`src/dces_map.svh`:
```
// register offsets, field positions and reset values of the channel event/irq/status block
`ifndef DCES_MAP_SVH
`define DCES_MAP_SVH

// register indices; byte address is four times the index
`define DCES_IDX_CTRLB       8'h44
`define DCES_IDX_IRQ_EN_CLR  8'h4c
`define DCES_IDX_IRQ_EN_SET  8'h4d
`define DCES_IDX_IRQ_FLAGS   8'h4e
`define DCES_IDX_STATUS      8'h4f
`define DCES_IDX_CHAN_SEL    8'h3f

`define DCES_NUM_CHAN        8
`define DCES_NUM_EVCHAN      4
`define DCES_CHW             3

`define DCES_BIT_SUSPEND     2
`define DCES_BIT_TDONE       1
`define DCES_BIT_XFER_ERR    0
`define DCES_BIT_FETCH_ERR   2
`define DCES_BIT_BUSY        1
`define DCES_BIT_PENDING     0

`define DCES_CTRLB_ACTION_LO 0
`define DCES_CTRLB_IN_EN     3
`define DCES_CTRLB_OUT_EN    4
`define DCES_CTRLB_CMD_LO    24
`define DCES_CTRLB_EVMASK    32'h0000_001f

`define DCES_RST_BYTE        8'h00
`define DCES_RST_WORD        32'h0000_0000
`define DCES_ZERO3           3'h0

`endif

```
`src/dces_pkg.sv`:
```
// types shared by the channel event/irq/status block
`default_nettype none
package dces_pkg;

  typedef enum logic [2:0] {
    DCES_EV_NO_ACTION   = 3'h0,
    DCES_EV_STROBE_TRIGGER = 3'h1,
    DCES_EV_COND_TRIGGER   = 3'h2,
    DCES_EV_COND_BLOCK     = 3'h3,
    DCES_EV_SUSPEND        = 3'h4,
    DCES_EV_RESUME         = 3'h5,
    DCES_EV_SKIP_SUSPEND   = 3'h6,
    DCES_EV_RESERVED       = 3'h7
  } dces_event_action_t;

  typedef enum logic [1:0] {
    DCES_CMD_NO_ACTION = 2'h0,
    DCES_CMD_SUSPEND   = 2'h1,
    DCES_CMD_RESUME    = 2'h2,
    DCES_CMD_RESERVED  = 2'h3
  } dces_cmd_t;

  typedef enum logic [1:0] {
    DCES_APB_IDLE   = 2'b00,
    DCES_APB_SETUP  = 2'b01,
    DCES_APB_ACCESS = 2'b11
  } dces_apb_state_t;

  // per-channel engine happenings, one-cycle pulses, one bit per channel
  typedef struct packed {
    logic [7:0] block_done;
    logic [7:0] block_irq_act;
    logic [7:0] block_suspend_act;
    logic [7:0] bus_error;
    logic [7:0] bad_desc;
    logic [7:0] xfer_start;
    logic [7:0] trigger_done;
    logic [7:0] request;
    logic [7:0] trigger_start;
    logic [7:0] chan_disable;
  } dces_engine_ev_t;

  // decoded event actions toward the engine, one-cycle pulses
  typedef struct packed {
    logic [7:0] strobe_trigger;
    logic [7:0] cond_trigger;
    logic [7:0] cond_block;
    logic [7:0] suspend;
    logic [7:0] resume;
    logic [7:0] skip_suspend;
  } dces_ev_act_t;

  typedef struct packed {
    logic [7:0] suspend;
    logic [7:0] resume;
  } dces_sw_cmd_t;

endpackage
`default_nettype wire

```
`src/dces_apb_slave.sv`:
```
// apb slave front end: decodes an access into one-cycle read/write strobes
`timescale 1ns/1ps
`default_nettype none
`include "dces_map.svh"

module dces_apb_slave
  import dces_pkg::*;
(
  // clock and reset
  input  wire logic        i_ref_clk,
  input  wire logic        i_rst,
  // apb
  input  wire logic        i_psel,
  input  wire logic        i_penable,
  input  wire logic        i_pwrite,
  input  wire logic [11:0] i_paddr,
  output logic             o_pready,
  output logic             o_pslverr,
  // register side
  output logic             o_wr,
  output logic             o_rd,
  output logic [7:0]       o_idx,
  input  wire logic        i_hit
);
  import dces_pkg::*;

  dces_apb_state_t state;
  dces_apb_state_t next_state;

  // access completes in its first access cycle: zero wait states
  wire access = i_psel && i_penable;

  always_comb
  begin
    case (state)
      DCES_APB_IDLE:   next_state = i_psel ? DCES_APB_SETUP : DCES_APB_IDLE;
      DCES_APB_SETUP:  next_state = DCES_APB_ACCESS;
      DCES_APB_ACCESS: next_state = i_psel ? DCES_APB_SETUP : DCES_APB_IDLE;
      default:         next_state = DCES_APB_IDLE;
    endcase
  end

  always_ff @(posedge i_ref_clk)
  begin
    if (i_rst)
      state <= DCES_APB_IDLE;
    else
      state <= (access) ? (i_psel && !i_penable ? DCES_APB_SETUP : DCES_APB_IDLE) : next_state;
  end

  assign o_pready  = access;
  assign o_pslverr = access && !i_hit;
  assign o_wr      = access && i_pwrite && i_hit;
  assign o_rd      = access && !i_pwrite;
  assign o_idx     = i_paddr[9:2];

endmodule // dces_apb_slave
`default_nettype wire

```
`src/dces_chan_status.sv`:
```
// per-channel event controls, interrupt enables, flags and status behind apb
//
// Summary of operation
// - event output enable gates channel event generation
// - event input enable gates incoming event action
// - action runs only with own channel enabled
// - actions 0-3: none, strobe, conditional, conditional block
// - actions 4-6: suspend, resume, skip suspend; 7 reserved
// - event controls exist only on low channels
// - enable clear write-1 clears, mirrors set register
// - enable set write-1 sets, mirrors clear register
// - enable, flag, status act on selected channel
// - suspend bit2, complete bit1, error bit0; reset zero
// - suspend flag: block suspend, command, event, bad descriptor
// - complete flag on block end with irq action
// - block action none leaves complete flag alone
// - error flag on bus error or bad descriptor
// - flags cleared only by writing one
// - fetch error set on bad fetch, cleared by resume command
// - busy set on start, cleared on done/error/disable
// - pending set on request, cleared on start/error/disable
// - command codes: none, suspend, resume, reserved
`timescale 1ns/1ps
`default_nettype none
`include "dces_map.svh"

module dces_chan_status
  import dces_pkg::*;
(
  // clock and reset
  input  wire logic                    i_ref_clk,
  input  wire logic                    i_rst,
  // apb slave
  input  wire logic                    i_psel,
  input  wire logic                    i_penable,
  input  wire logic                    i_pwrite,
  input  wire logic [11:0]             i_paddr,
  input  wire logic [31:0]             i_pwdata,
  input  wire logic [3:0]              i_pstrb,
  output logic [31:0]                  o_prdata,
  output logic                         o_pready,
  output logic                         o_pslverr,
  // event routing system
  input  wire logic [7:0]              i_event_in,
  output logic [7:0]                   o_event_out,
  // transfer engine
  input  wire dces_pkg::dces_engine_ev_t i_eng,
  input  wire logic [7:0]              i_eng_event_cond,
  output dces_pkg::dces_ev_act_t       o_ev_act,
  output dces_pkg::dces_sw_cmd_t       o_sw_cmd,
  output logic [7:0]                   o_chan_irq,
  output logic [7:0]                   o_chan_busy,
  output logic [7:0]                   o_chan_pending
);
  import dces_pkg::*;

  // ---------------------------------------------------------------
  // storage
  // ---------------------------------------------------------------
  logic [2:0]  chan_select;
  logic [31:0] ctrl_b   [`DCES_NUM_CHAN];
  logic [2:0]  irq_en   [`DCES_NUM_CHAN];
  logic [2:0]  irq_flag [`DCES_NUM_CHAN];
  logic [2:0]  status   [`DCES_NUM_CHAN];
  logic [7:0]  ev_meta;
  logic [7:0]  ev_sync;

  // ---------------------------------------------------------------
  // bus decode
  // ---------------------------------------------------------------
  logic       wr;
  logic       rd;
  logic [7:0] idx;

  wire hit_sel  = (idx == `DCES_IDX_CHAN_SEL);
  wire hit_ctlb = (idx == `DCES_IDX_CTRLB);
  wire hit_clr  = (idx == `DCES_IDX_IRQ_EN_CLR);
  wire hit_set  = (idx == `DCES_IDX_IRQ_EN_SET);
  wire hit_flg  = (idx == `DCES_IDX_IRQ_FLAGS);
  wire hit_sts  = (idx == `DCES_IDX_STATUS);
  wire hit      = hit_sel || hit_ctlb || hit_clr || hit_set || hit_flg || hit_sts;

  dces_apb_slave u_apb
  (
    .i_ref_clk (i_ref_clk),
    .i_rst     (i_rst),
    .i_psel    (i_psel),
    .i_penable (i_penable),
    .i_pwrite  (i_pwrite),
    .i_paddr   (i_paddr),
    .o_pready  (o_pready),
    .o_pslverr (o_pslverr),
    .o_wr      (wr),
    .o_rd      (rd),
    .o_idx     (idx),
    .i_hit     (hit)
  );

  // byte lane 0 carries the narrow registers
  wire       lane0 = i_pstrb[0];
  wire [2:0] wbits = i_pwdata[2:0];

  // merges byte-enabled write data into a 32-bit word
  function automatic logic [31:0] merge_word(input logic [31:0] old,
                                             input logic [31:0] data,
                                             input logic [3:0]  strb);
    logic [31:0] res;
    res = old;
    for (int b = 0; b < 4; b++)
      if (strb[b])
        res[b*8 +: 8] = data[b*8 +: 8];
    return res;
  endfunction

  // a channel's one-hot select mask
  function automatic logic [7:0] sel_mask(input logic [2:0] ch);
    return 8'h01 << ch;
  endfunction

  wire [7:0] sel_oh  = sel_mask(chan_select);
  wire       w_ctlb  = wr && hit_ctlb;
  wire       w_clr   = wr && hit_clr && lane0;
  wire       w_set   = wr && hit_set && lane0;
  wire       w_flg   = wr && hit_flg && lane0;

  // ---------------------------------------------------------------
  // software command, issued by the write that carries it
  // ---------------------------------------------------------------
  wire [1:0] cmd_code = i_pwdata[`DCES_CTRLB_CMD_LO +: 2];
  wire       cmd_ok   = w_ctlb && i_pstrb[3];
  wire       is_suspend = cmd_ok && dces_cmd_t'(cmd_code) == DCES_CMD_SUSPEND;
  wire       is_resume  = cmd_ok && dces_cmd_t'(cmd_code) == DCES_CMD_RESUME;
  wire [7:0] sw_suspend = is_suspend ? sel_oh : '0;
  wire [7:0] sw_res     = is_resume ? sel_oh : '0;

  // ---------------------------------------------------------------
  // event inputs: two-stage synchroniser, then decode
  // ---------------------------------------------------------------
  always_ff @(posedge i_ref_clk)
  begin
    if (i_rst)
    begin
      ev_meta <= `DCES_RST_BYTE;
      ev_sync <= `DCES_RST_BYTE;
    end
    else
    begin
      ev_meta <= i_event_in;
      ev_sync <= ev_meta;
    end
  end

  logic [7:0]  ev_in_en;
  logic [23:0] ev_action;
  logic [7:0]  ev_out_en;

  always_comb
  begin
    ev_in_en  = '0;
    ev_action = '0;
    ev_out_en = '0;
    for (int c = 0; c < `DCES_NUM_EVCHAN; c++)
    begin
      ev_in_en[c]         = ctrl_b[c][`DCES_CTRLB_IN_EN];
      ev_action[c*3 +: 3] = ctrl_b[c][`DCES_CTRLB_ACTION_LO +: 3];
      ev_out_en[c]        = ctrl_b[c][`DCES_CTRLB_OUT_EN];
    end
  end

  dces_event_decode u_evdec
  (
    .i_ref_clk   (i_ref_clk),
    .i_rst       (i_rst),
    .i_in_enable (ev_in_en),
    .i_action    (ev_action),
    .i_event     (ev_sync),
    .o_act       (o_ev_act)
  );

  // ---------------------------------------------------------------
  // per-channel state
  // ---------------------------------------------------------------
  always_ff @(posedge i_ref_clk)
  begin
    if (i_rst)
      chan_select <= `DCES_ZERO3;
    else if (wr && hit_sel && lane0)
      chan_select <= i_pwdata[2:0];
  end

  for (genvar c = 0; c < `DCES_NUM_CHAN; c++)
  begin : g_chan
    wire sel = sel_oh[c];

    // event control bits only stored on the low channels
    wire [31:0] ctl_mask = (c < `DCES_NUM_EVCHAN) ? 32'hffff_ffff
                                                  : ~`DCES_CTRLB_EVMASK;

    // flag set terms
    wire set_suspend = (i_eng.block_done[c] && i_eng.block_suspend_act[c])
                       || sw_suspend[c] || o_ev_act.suspend[c] || i_eng.bad_desc[c];
    // block action none gives no irq action, so no set here
    wire set_tdone   = i_eng.block_done[c] && i_eng.block_irq_act[c];
    wire set_error   = i_eng.bus_error[c] || i_eng.bad_desc[c];
    wire [2:0] flag_set = {set_suspend, set_tdone, set_error};
    wire [2:0] flag_clr = (w_flg && sel) ? wbits : 3'h0;

    wire [2:0] en_clr = (w_clr && sel) ? wbits : 3'h0;
    wire [2:0] en_set = (w_set && sel) ? wbits : 3'h0;

    // status terms: set wins over a clear in the same cycle
    wire stop_busy    = i_eng.trigger_done[c] || i_eng.bus_error[c] || i_eng.chan_disable[c];
    wire stop_pending = i_eng.trigger_start[c] || i_eng.bus_error[c] || i_eng.chan_disable[c];
    wire next_fetch_err = i_eng.bad_desc[c]
                          || (status[c][`DCES_BIT_FETCH_ERR] && !sw_res[c]);
    wire next_busy      = i_eng.xfer_start[c]
                          || (status[c][`DCES_BIT_BUSY] && !stop_busy);
    wire next_pending   = i_eng.request[c]
                          || (status[c][`DCES_BIT_PENDING] && !stop_pending);

    always_ff @(posedge i_ref_clk)
    begin
      if (i_rst)
      begin
        ctrl_b[c]   <= `DCES_RST_WORD;
        irq_en[c]   <= `DCES_ZERO3;
        irq_flag[c] <= `DCES_ZERO3;
        status[c]   <= `DCES_ZERO3;
      end
      else
      begin
        if (w_ctlb && sel)
          ctrl_b[c] <= merge_word(ctrl_b[c], i_pwdata, i_pstrb) & ctl_mask;
        irq_en[c]   <= (irq_en[c] & ~en_clr) | en_set;
        irq_flag[c] <= (irq_flag[c] & ~flag_clr) | flag_set;
        status[c]   <= {next_fetch_err, next_busy, next_pending};
      end
    end

    assign o_chan_irq[c]  = |(irq_flag[c] & irq_en[c]);
    assign o_chan_busy[c] = status[c][`DCES_BIT_BUSY];
    assign o_chan_pending[c] = status[c][`DCES_BIT_PENDING];
  end

  // ---------------------------------------------------------------
  // event outputs and command pulses
  // ---------------------------------------------------------------
  always_ff @(posedge i_ref_clk)
  begin
    if (i_rst)
    begin
      o_event_out <= `DCES_RST_BYTE;
      o_sw_cmd    <= '0;
    end
    else
    begin
      o_event_out <= i_eng_event_cond & ev_out_en;
      o_sw_cmd    <= {sw_suspend, sw_res};
    end
  end

  // ---------------------------------------------------------------
  // read data, selected channel only
  // ---------------------------------------------------------------
  wire [31:0] rd_word =
      hit_sel  ? {29'h0, chan_select} :
      hit_ctlb ? {6'h0, ctrl_b[chan_select][25:0]} :
      hit_clr  ? {29'h0, irq_en[chan_select]} :
      hit_set  ? {29'h0, irq_en[chan_select]} :
      hit_flg  ? {29'h0, irq_flag[chan_select]} :
      hit_sts  ? {29'h0, status[chan_select]} : 32'h0;

  always_ff @(posedge i_ref_clk)
  begin
    if (i_rst)
      o_prdata <= `DCES_RST_WORD;
    else if (i_psel && !i_penable && !i_pwrite)
      o_prdata <= rd_word;
  end

  wire unused_rd = rd;

endmodule // dces_chan_status
`default_nettype wire

```
`src/dces_event_decode.sv`:
```
// event input action decode for the event-capable channels
`timescale 1ns/1ps
`default_nettype none
`include "dces_map.svh"

module dces_event_decode
  import dces_pkg::*;
(
  // clock and reset
  input  wire logic         i_ref_clk,
  input  wire logic         i_rst,
  // configuration, per channel
  input  wire logic [7:0]   i_in_enable,
  input  wire logic [23:0]  i_action,
  // incoming events, already synchronised
  input  wire logic [7:0]   i_event,
  // decoded actions
  output dces_pkg::dces_ev_act_t o_act
);
  import dces_pkg::*;

  dces_ev_act_t next_act;

  always_comb
  begin
    next_act = '0;
    for (int c = 0; c < `DCES_NUM_EVCHAN; c++)
    begin
      // an event only acts when its own channel's input enable is set
      if (i_event[c] && i_in_enable[c])
      begin
        case (dces_event_action_t'(i_action[c*3 +: 3]))
          DCES_EV_STROBE_TRIGGER: next_act.strobe_trigger[c] = 1'b1;
          DCES_EV_COND_TRIGGER:   next_act.cond_trigger[c]   = 1'b1;
          DCES_EV_COND_BLOCK:     next_act.cond_block[c]     = 1'b1;
          DCES_EV_SUSPEND:        next_act.suspend[c]        = 1'b1;
          DCES_EV_RESUME:         next_act.resume[c]         = 1'b1;
          DCES_EV_SKIP_SUSPEND:   next_act.skip_suspend[c]   = 1'b1;
          default:                next_act.suspend[c]        = 1'b0;
        endcase
      end
    end
  end

  always_ff @(posedge i_ref_clk)
  begin
    if (i_rst)
      o_act <= '0;
    else
      o_act <= next_act;
  end

endmodule // dces_event_decode
`default_nettype wire

```
`config.mk`:
```
export PLATFORM = sky130hd
export DESIGN_NAME = dces_chan_status
export DESIGN_NICKNAME = d
export VERILOG_FILES = /design/src/dces_pkg.sv /design/src/dces_apb_slave.sv /design/src/dces_chan_status.sv /design/src/dces_event_decode.sv
export VERILOG_INCLUDE_DIRS = /design/src /design/src/src
export SDC_FILE = /design/constraint.sdc
export NUM_CORES = 1
export LEC_CHECK = 0
export ABC_AREA = 1
export BUFFER_PORTS_ARGS = -buffer_cell sky130_fd_sc_hd__buf_2
export CORE_MARGIN = 8
export CORE_UTILIZATION = 55
export CTS_CLUSTER_SIZE = 16
export DETAILED_ROUTE_END_ITERATION = 8
export PLACE_DENSITY = 0.79
export SLEW_MARGIN = 0
export SYNTH_ARGS = -nofsm -noshare
export SYNTH_HDL_FRONTEND = slang
export SYNTH_SLANG_ARGS = --single-unit
```
`constraint.sdc`:
```
create_clock -name i_ref_clk -period 6.2 [get_ports i_ref_clk]
set_clock_uncertainty 0.2 [all_clocks]
set_input_delay 0.62 -clock i_ref_clk [delete_from_list [all_inputs] [get_ports i_ref_clk]]
set_output_delay 0.62 -clock i_ref_clk [all_outputs]
set_load 0.01 [all_outputs]
```
==> results by group <==
Worst hold path
  • Worst Hold Class: in2reg
  • Hold endpoint: status[2][0]$_SDFF_PP0_
  • HP Start: i_eng[18]
  • Cell depth of the worst min-delay path: 3

Drt
  • Remaining antenna violation count after routing: 0
  • Drt pass-1 iters: 5
  • Via density: about 5.7
  • 1st-iter DRT viols: ~1,600
  • DRC: 0
  • Vias: between 10,000 and 15,000
  • Avg WL per Cell: 19.2 µm
  • WL final: roughly 45,000 µm

Timing
  • Tightest Pin Transition: 1220 ps
  • Part of the cycle the worst path needs: between 50% and 60%
  • Endpoints failing setup: 0
  • Post-route setup slack: 2810 ps
  • FMAX: approximately 300 MHz
  • Min cycle time layout: 3390 ps
  • RSZ-0062 raised after global routing: false
  • Max Transition Viols Final: 0
  • Fin. Hold Viols: 0
  • Setup TNS: 0 ps
  • Slew headroom: 18.0%

Pwr
  • Power per cell area: about 280 nW/µm²
  • Pleak: 0.00738 µW
  • Worst vdd ir: 0.211 mV

Finish
  • Layout area overhead: 14.4%
  • Proportion of layout cells with a drive suffix above 1: around 18%
  • Commonest non-fill, non-tap cell in the layout: nor2_1
  • Most frequent cells in the layout: 363 x nor2_1, 259 x nand2_1, 225 x buf_2, 188 x edfxtp_1, 184 x nand3_1
  • Fin nets: 2,081
  • Fill cell count: 2,306

Critical path
  • CP Buf/Inv Count: 3
  • R2r worst-path depth: 4
  • Crit path arrival time: 3320 ps
  • Worst Path Required: 6130 ps
  • R2r startpoint: chan_select[2]$_SDFFE_PP0P_
  • Crit path cell chain: buf_2 > inv_2 > nand2_1 > nor2_4 > nand2_2 > inv_2 > nand3_2 > nor2_4 > nand2_1 > o21ai_0
  • Top cell family by delay on the critical path: simple AND/OR/NAND/NOR gates
  • Startpoint Class: input pin
  • R2r setup slk: around 2900 ps
  • Max incr delay on CP: between 1000 and 1500 ps
  • Crit. End Element: flip-flop
  • End of the worst register-to-register path: ctrl_b[4][12]$_SDFFCE_PN0P_
  • Slowest CP cell: o21ai_0
  • Critical path fanouts, max: 20
  • Critical path type: in2reg

Synthesis
  • Register bit count reported by yosys: between 300 and 400
  • Adder-cell area share of the yosys netlist: 0%
  • Yosys warns: 0
  • Simple-gate portion of the synthesized area: between 20% and 30%
  • Post-Synth XOR/XNOR Area: 0%
  • Post-synthesis mux area share: 0%
  • Mean Syn Cell Area: between 8 and 9 µm²
  • Cells after Synth: 1,771
  • Seq/Total Area, Yosys: 57.2%
  • Synth top area share: 36.8%
  • Post-synthesis compound-gate area fraction: between 10 and 15%
  • Synth area leader: edfxtp_1
  • Synth area leaders: edfxtp_1 37%, dfxtp_1 20%, nor2_1 8.9%
  • Yosys cell types: 31
  • Post-Syn Area: between 15,000 and 20,000 µm²
  • Largest family of logic cells by synthesized area: simple AND/OR/NAND/NOR gates

Clock network
  • CTS tree: built
  • Worst-path clk slew: about 60 ps
  • Post-CTS Hold Buffers: 0
  • # clock sinks: between 300 and 400
  • Post-CTS setup buffers: 0
  • CTS Buf Count: 35
  • Cells resized by post-CTS repair: 0
  • CTS root buffer: clkbuf_16
  • CTS max path bufs: 3
  • H-tree depth: 2
  • Skew-Pair Late Insertion Delay: 520 ps

Placed design
  • Worst slack, placed: 2210 ps
  • Gp weighted congestion: between 0.9 and 1
  • DPL Wire Length: just over 30,000 µm
  • Port bufs: ~230

Global routing
  • Vias in the first global route: approximately 13,000
  • Initial antenna violation count: 4
  • First-pass GRT wire length: between 60,000 and 70,000 µm
  • Largest net degree at the start of global routing: between 90 and 100
  • GRT Resource Usage Total: between 20% and 30%
  • GRT Residual Overflow: 0

Floorplan
  • FP Rows: 61
  • Chip height: 183 µm
  • Starting Density: between 50% and 60%
  • IO Count: between 200 and 300
  • Die X: ~180 µm
  • Core ar.: 27,600 µm²
  • Die ar.: roughly 33,000 µm²

Outcome
  • Status: finished, final reports clean

Run
  • Max Cap Violations: 0
[cell type report]
type,instances,area (µm²),share of cell area [%]
diodes,1,2.50,0.0143
clock buffers,55,1050,6.01
clock inverters,8,86.3,0.492
inverters,107,403,2.30
multi-input cells,1188,5390,30.7
flip-flops and latches,344,8770,50.0
well taps,378,473,2.69
repair buffers,256,1370,7.81
[where the power goes]
part,total [µW],internal (µW),switching (µW)
registers,2500,2460,33.1
logic,240,72.9,167
clock network,2100,1220,879
[synth_stat cells, drive strengths merged]
library cell  number
a211oi             3
a21oi            110
a31oi              1
and2               1
buf              101
clkbuf            64
clkinv             3
conb               1
dfxtp            156
edfxtp           188
inv              104
nand2            262
nand3            187
nand4              5
nor2             380
nor3              37
nor4               4
o21ai            119
o221ai            42
o22ai              3
[state kept, by name, indices dropped and copies added (netlist names), named ones only]
register       cells
o_event_out        4
ev_sync            4
chan_select        3
o_sw_cmd          16
ev_meta            4
irq_flag          24
status            24
ctrl_b           188
u_evdec.o_act     24
o_prdata          26
irq_en            24
[logic make-up (layout without fill, tap and decap cells)]
| group | count (synthesis) | count (layout) |
|---|---|---|
| AND/OR/NAND/NOR | 876 | 876 |
| flip-flops | 344 | 344 |
| AO/OA/AOI/OAI | 278 | 278 |
| buffers and inverters | 272 | 426 |
| other | 1 | 35 |
[worst register-to-register path, stage by stage (launching register included)]
cell and delay, ps:
dfxtp_1 430, inv_2 100, nor3_1 510, nand2_1 620
o21ai_0 1080
[metrics by stage]
step	cells	utilization (%)	hold WS [ps]	area [µm²]	power (µW)
after detailed placement	2273	59.4	211	16400	2780
final	2337	63.5	99.9	17600	4830
after global routing	2337	63.5	101	17600	4950
after floorplan	1804	-	188	15500	2690
after CTS	2336	63.5	91.0	17600	4840
after global placement	2273	59.4	205	16400	2770
[worst max path at each step]
stage               slack (ps)  depth (start not counted)       start                          end
floorplan                 3400                         11  i_paddr[2]  ctrl_b[7][10]$_SDFFCE_PN0P_
global placement          2420                         10  i_paddr[9]   ctrl_b[6][8]$_SDFFCE_PN0P_
detailed placement        2210                         10  i_paddr[9]  ctrl_b[6][12]$_SDFFCE_PN0P_
CTS                       2730                         10  i_paddr[9]  ctrl_b[6][13]$_SDFFCE_PN0P_
global route              2550                         10  i_paddr[2]  ctrl_b[6][13]$_SDFFCE_PN0P_
finish                    2810                         10  i_paddr[9]   ctrl_b[6][8]$_SDFFCE_PN0P_
[routing by layer]
layer | track usage, % | share of wire, %
met2 | 43.1 | 48
met4 | 12.2 | 4.0
met3 | 4.37 | 10
met5 | 0 | 0
met1 | 31.8 | 37
Power figures use the tool's default switching activity.
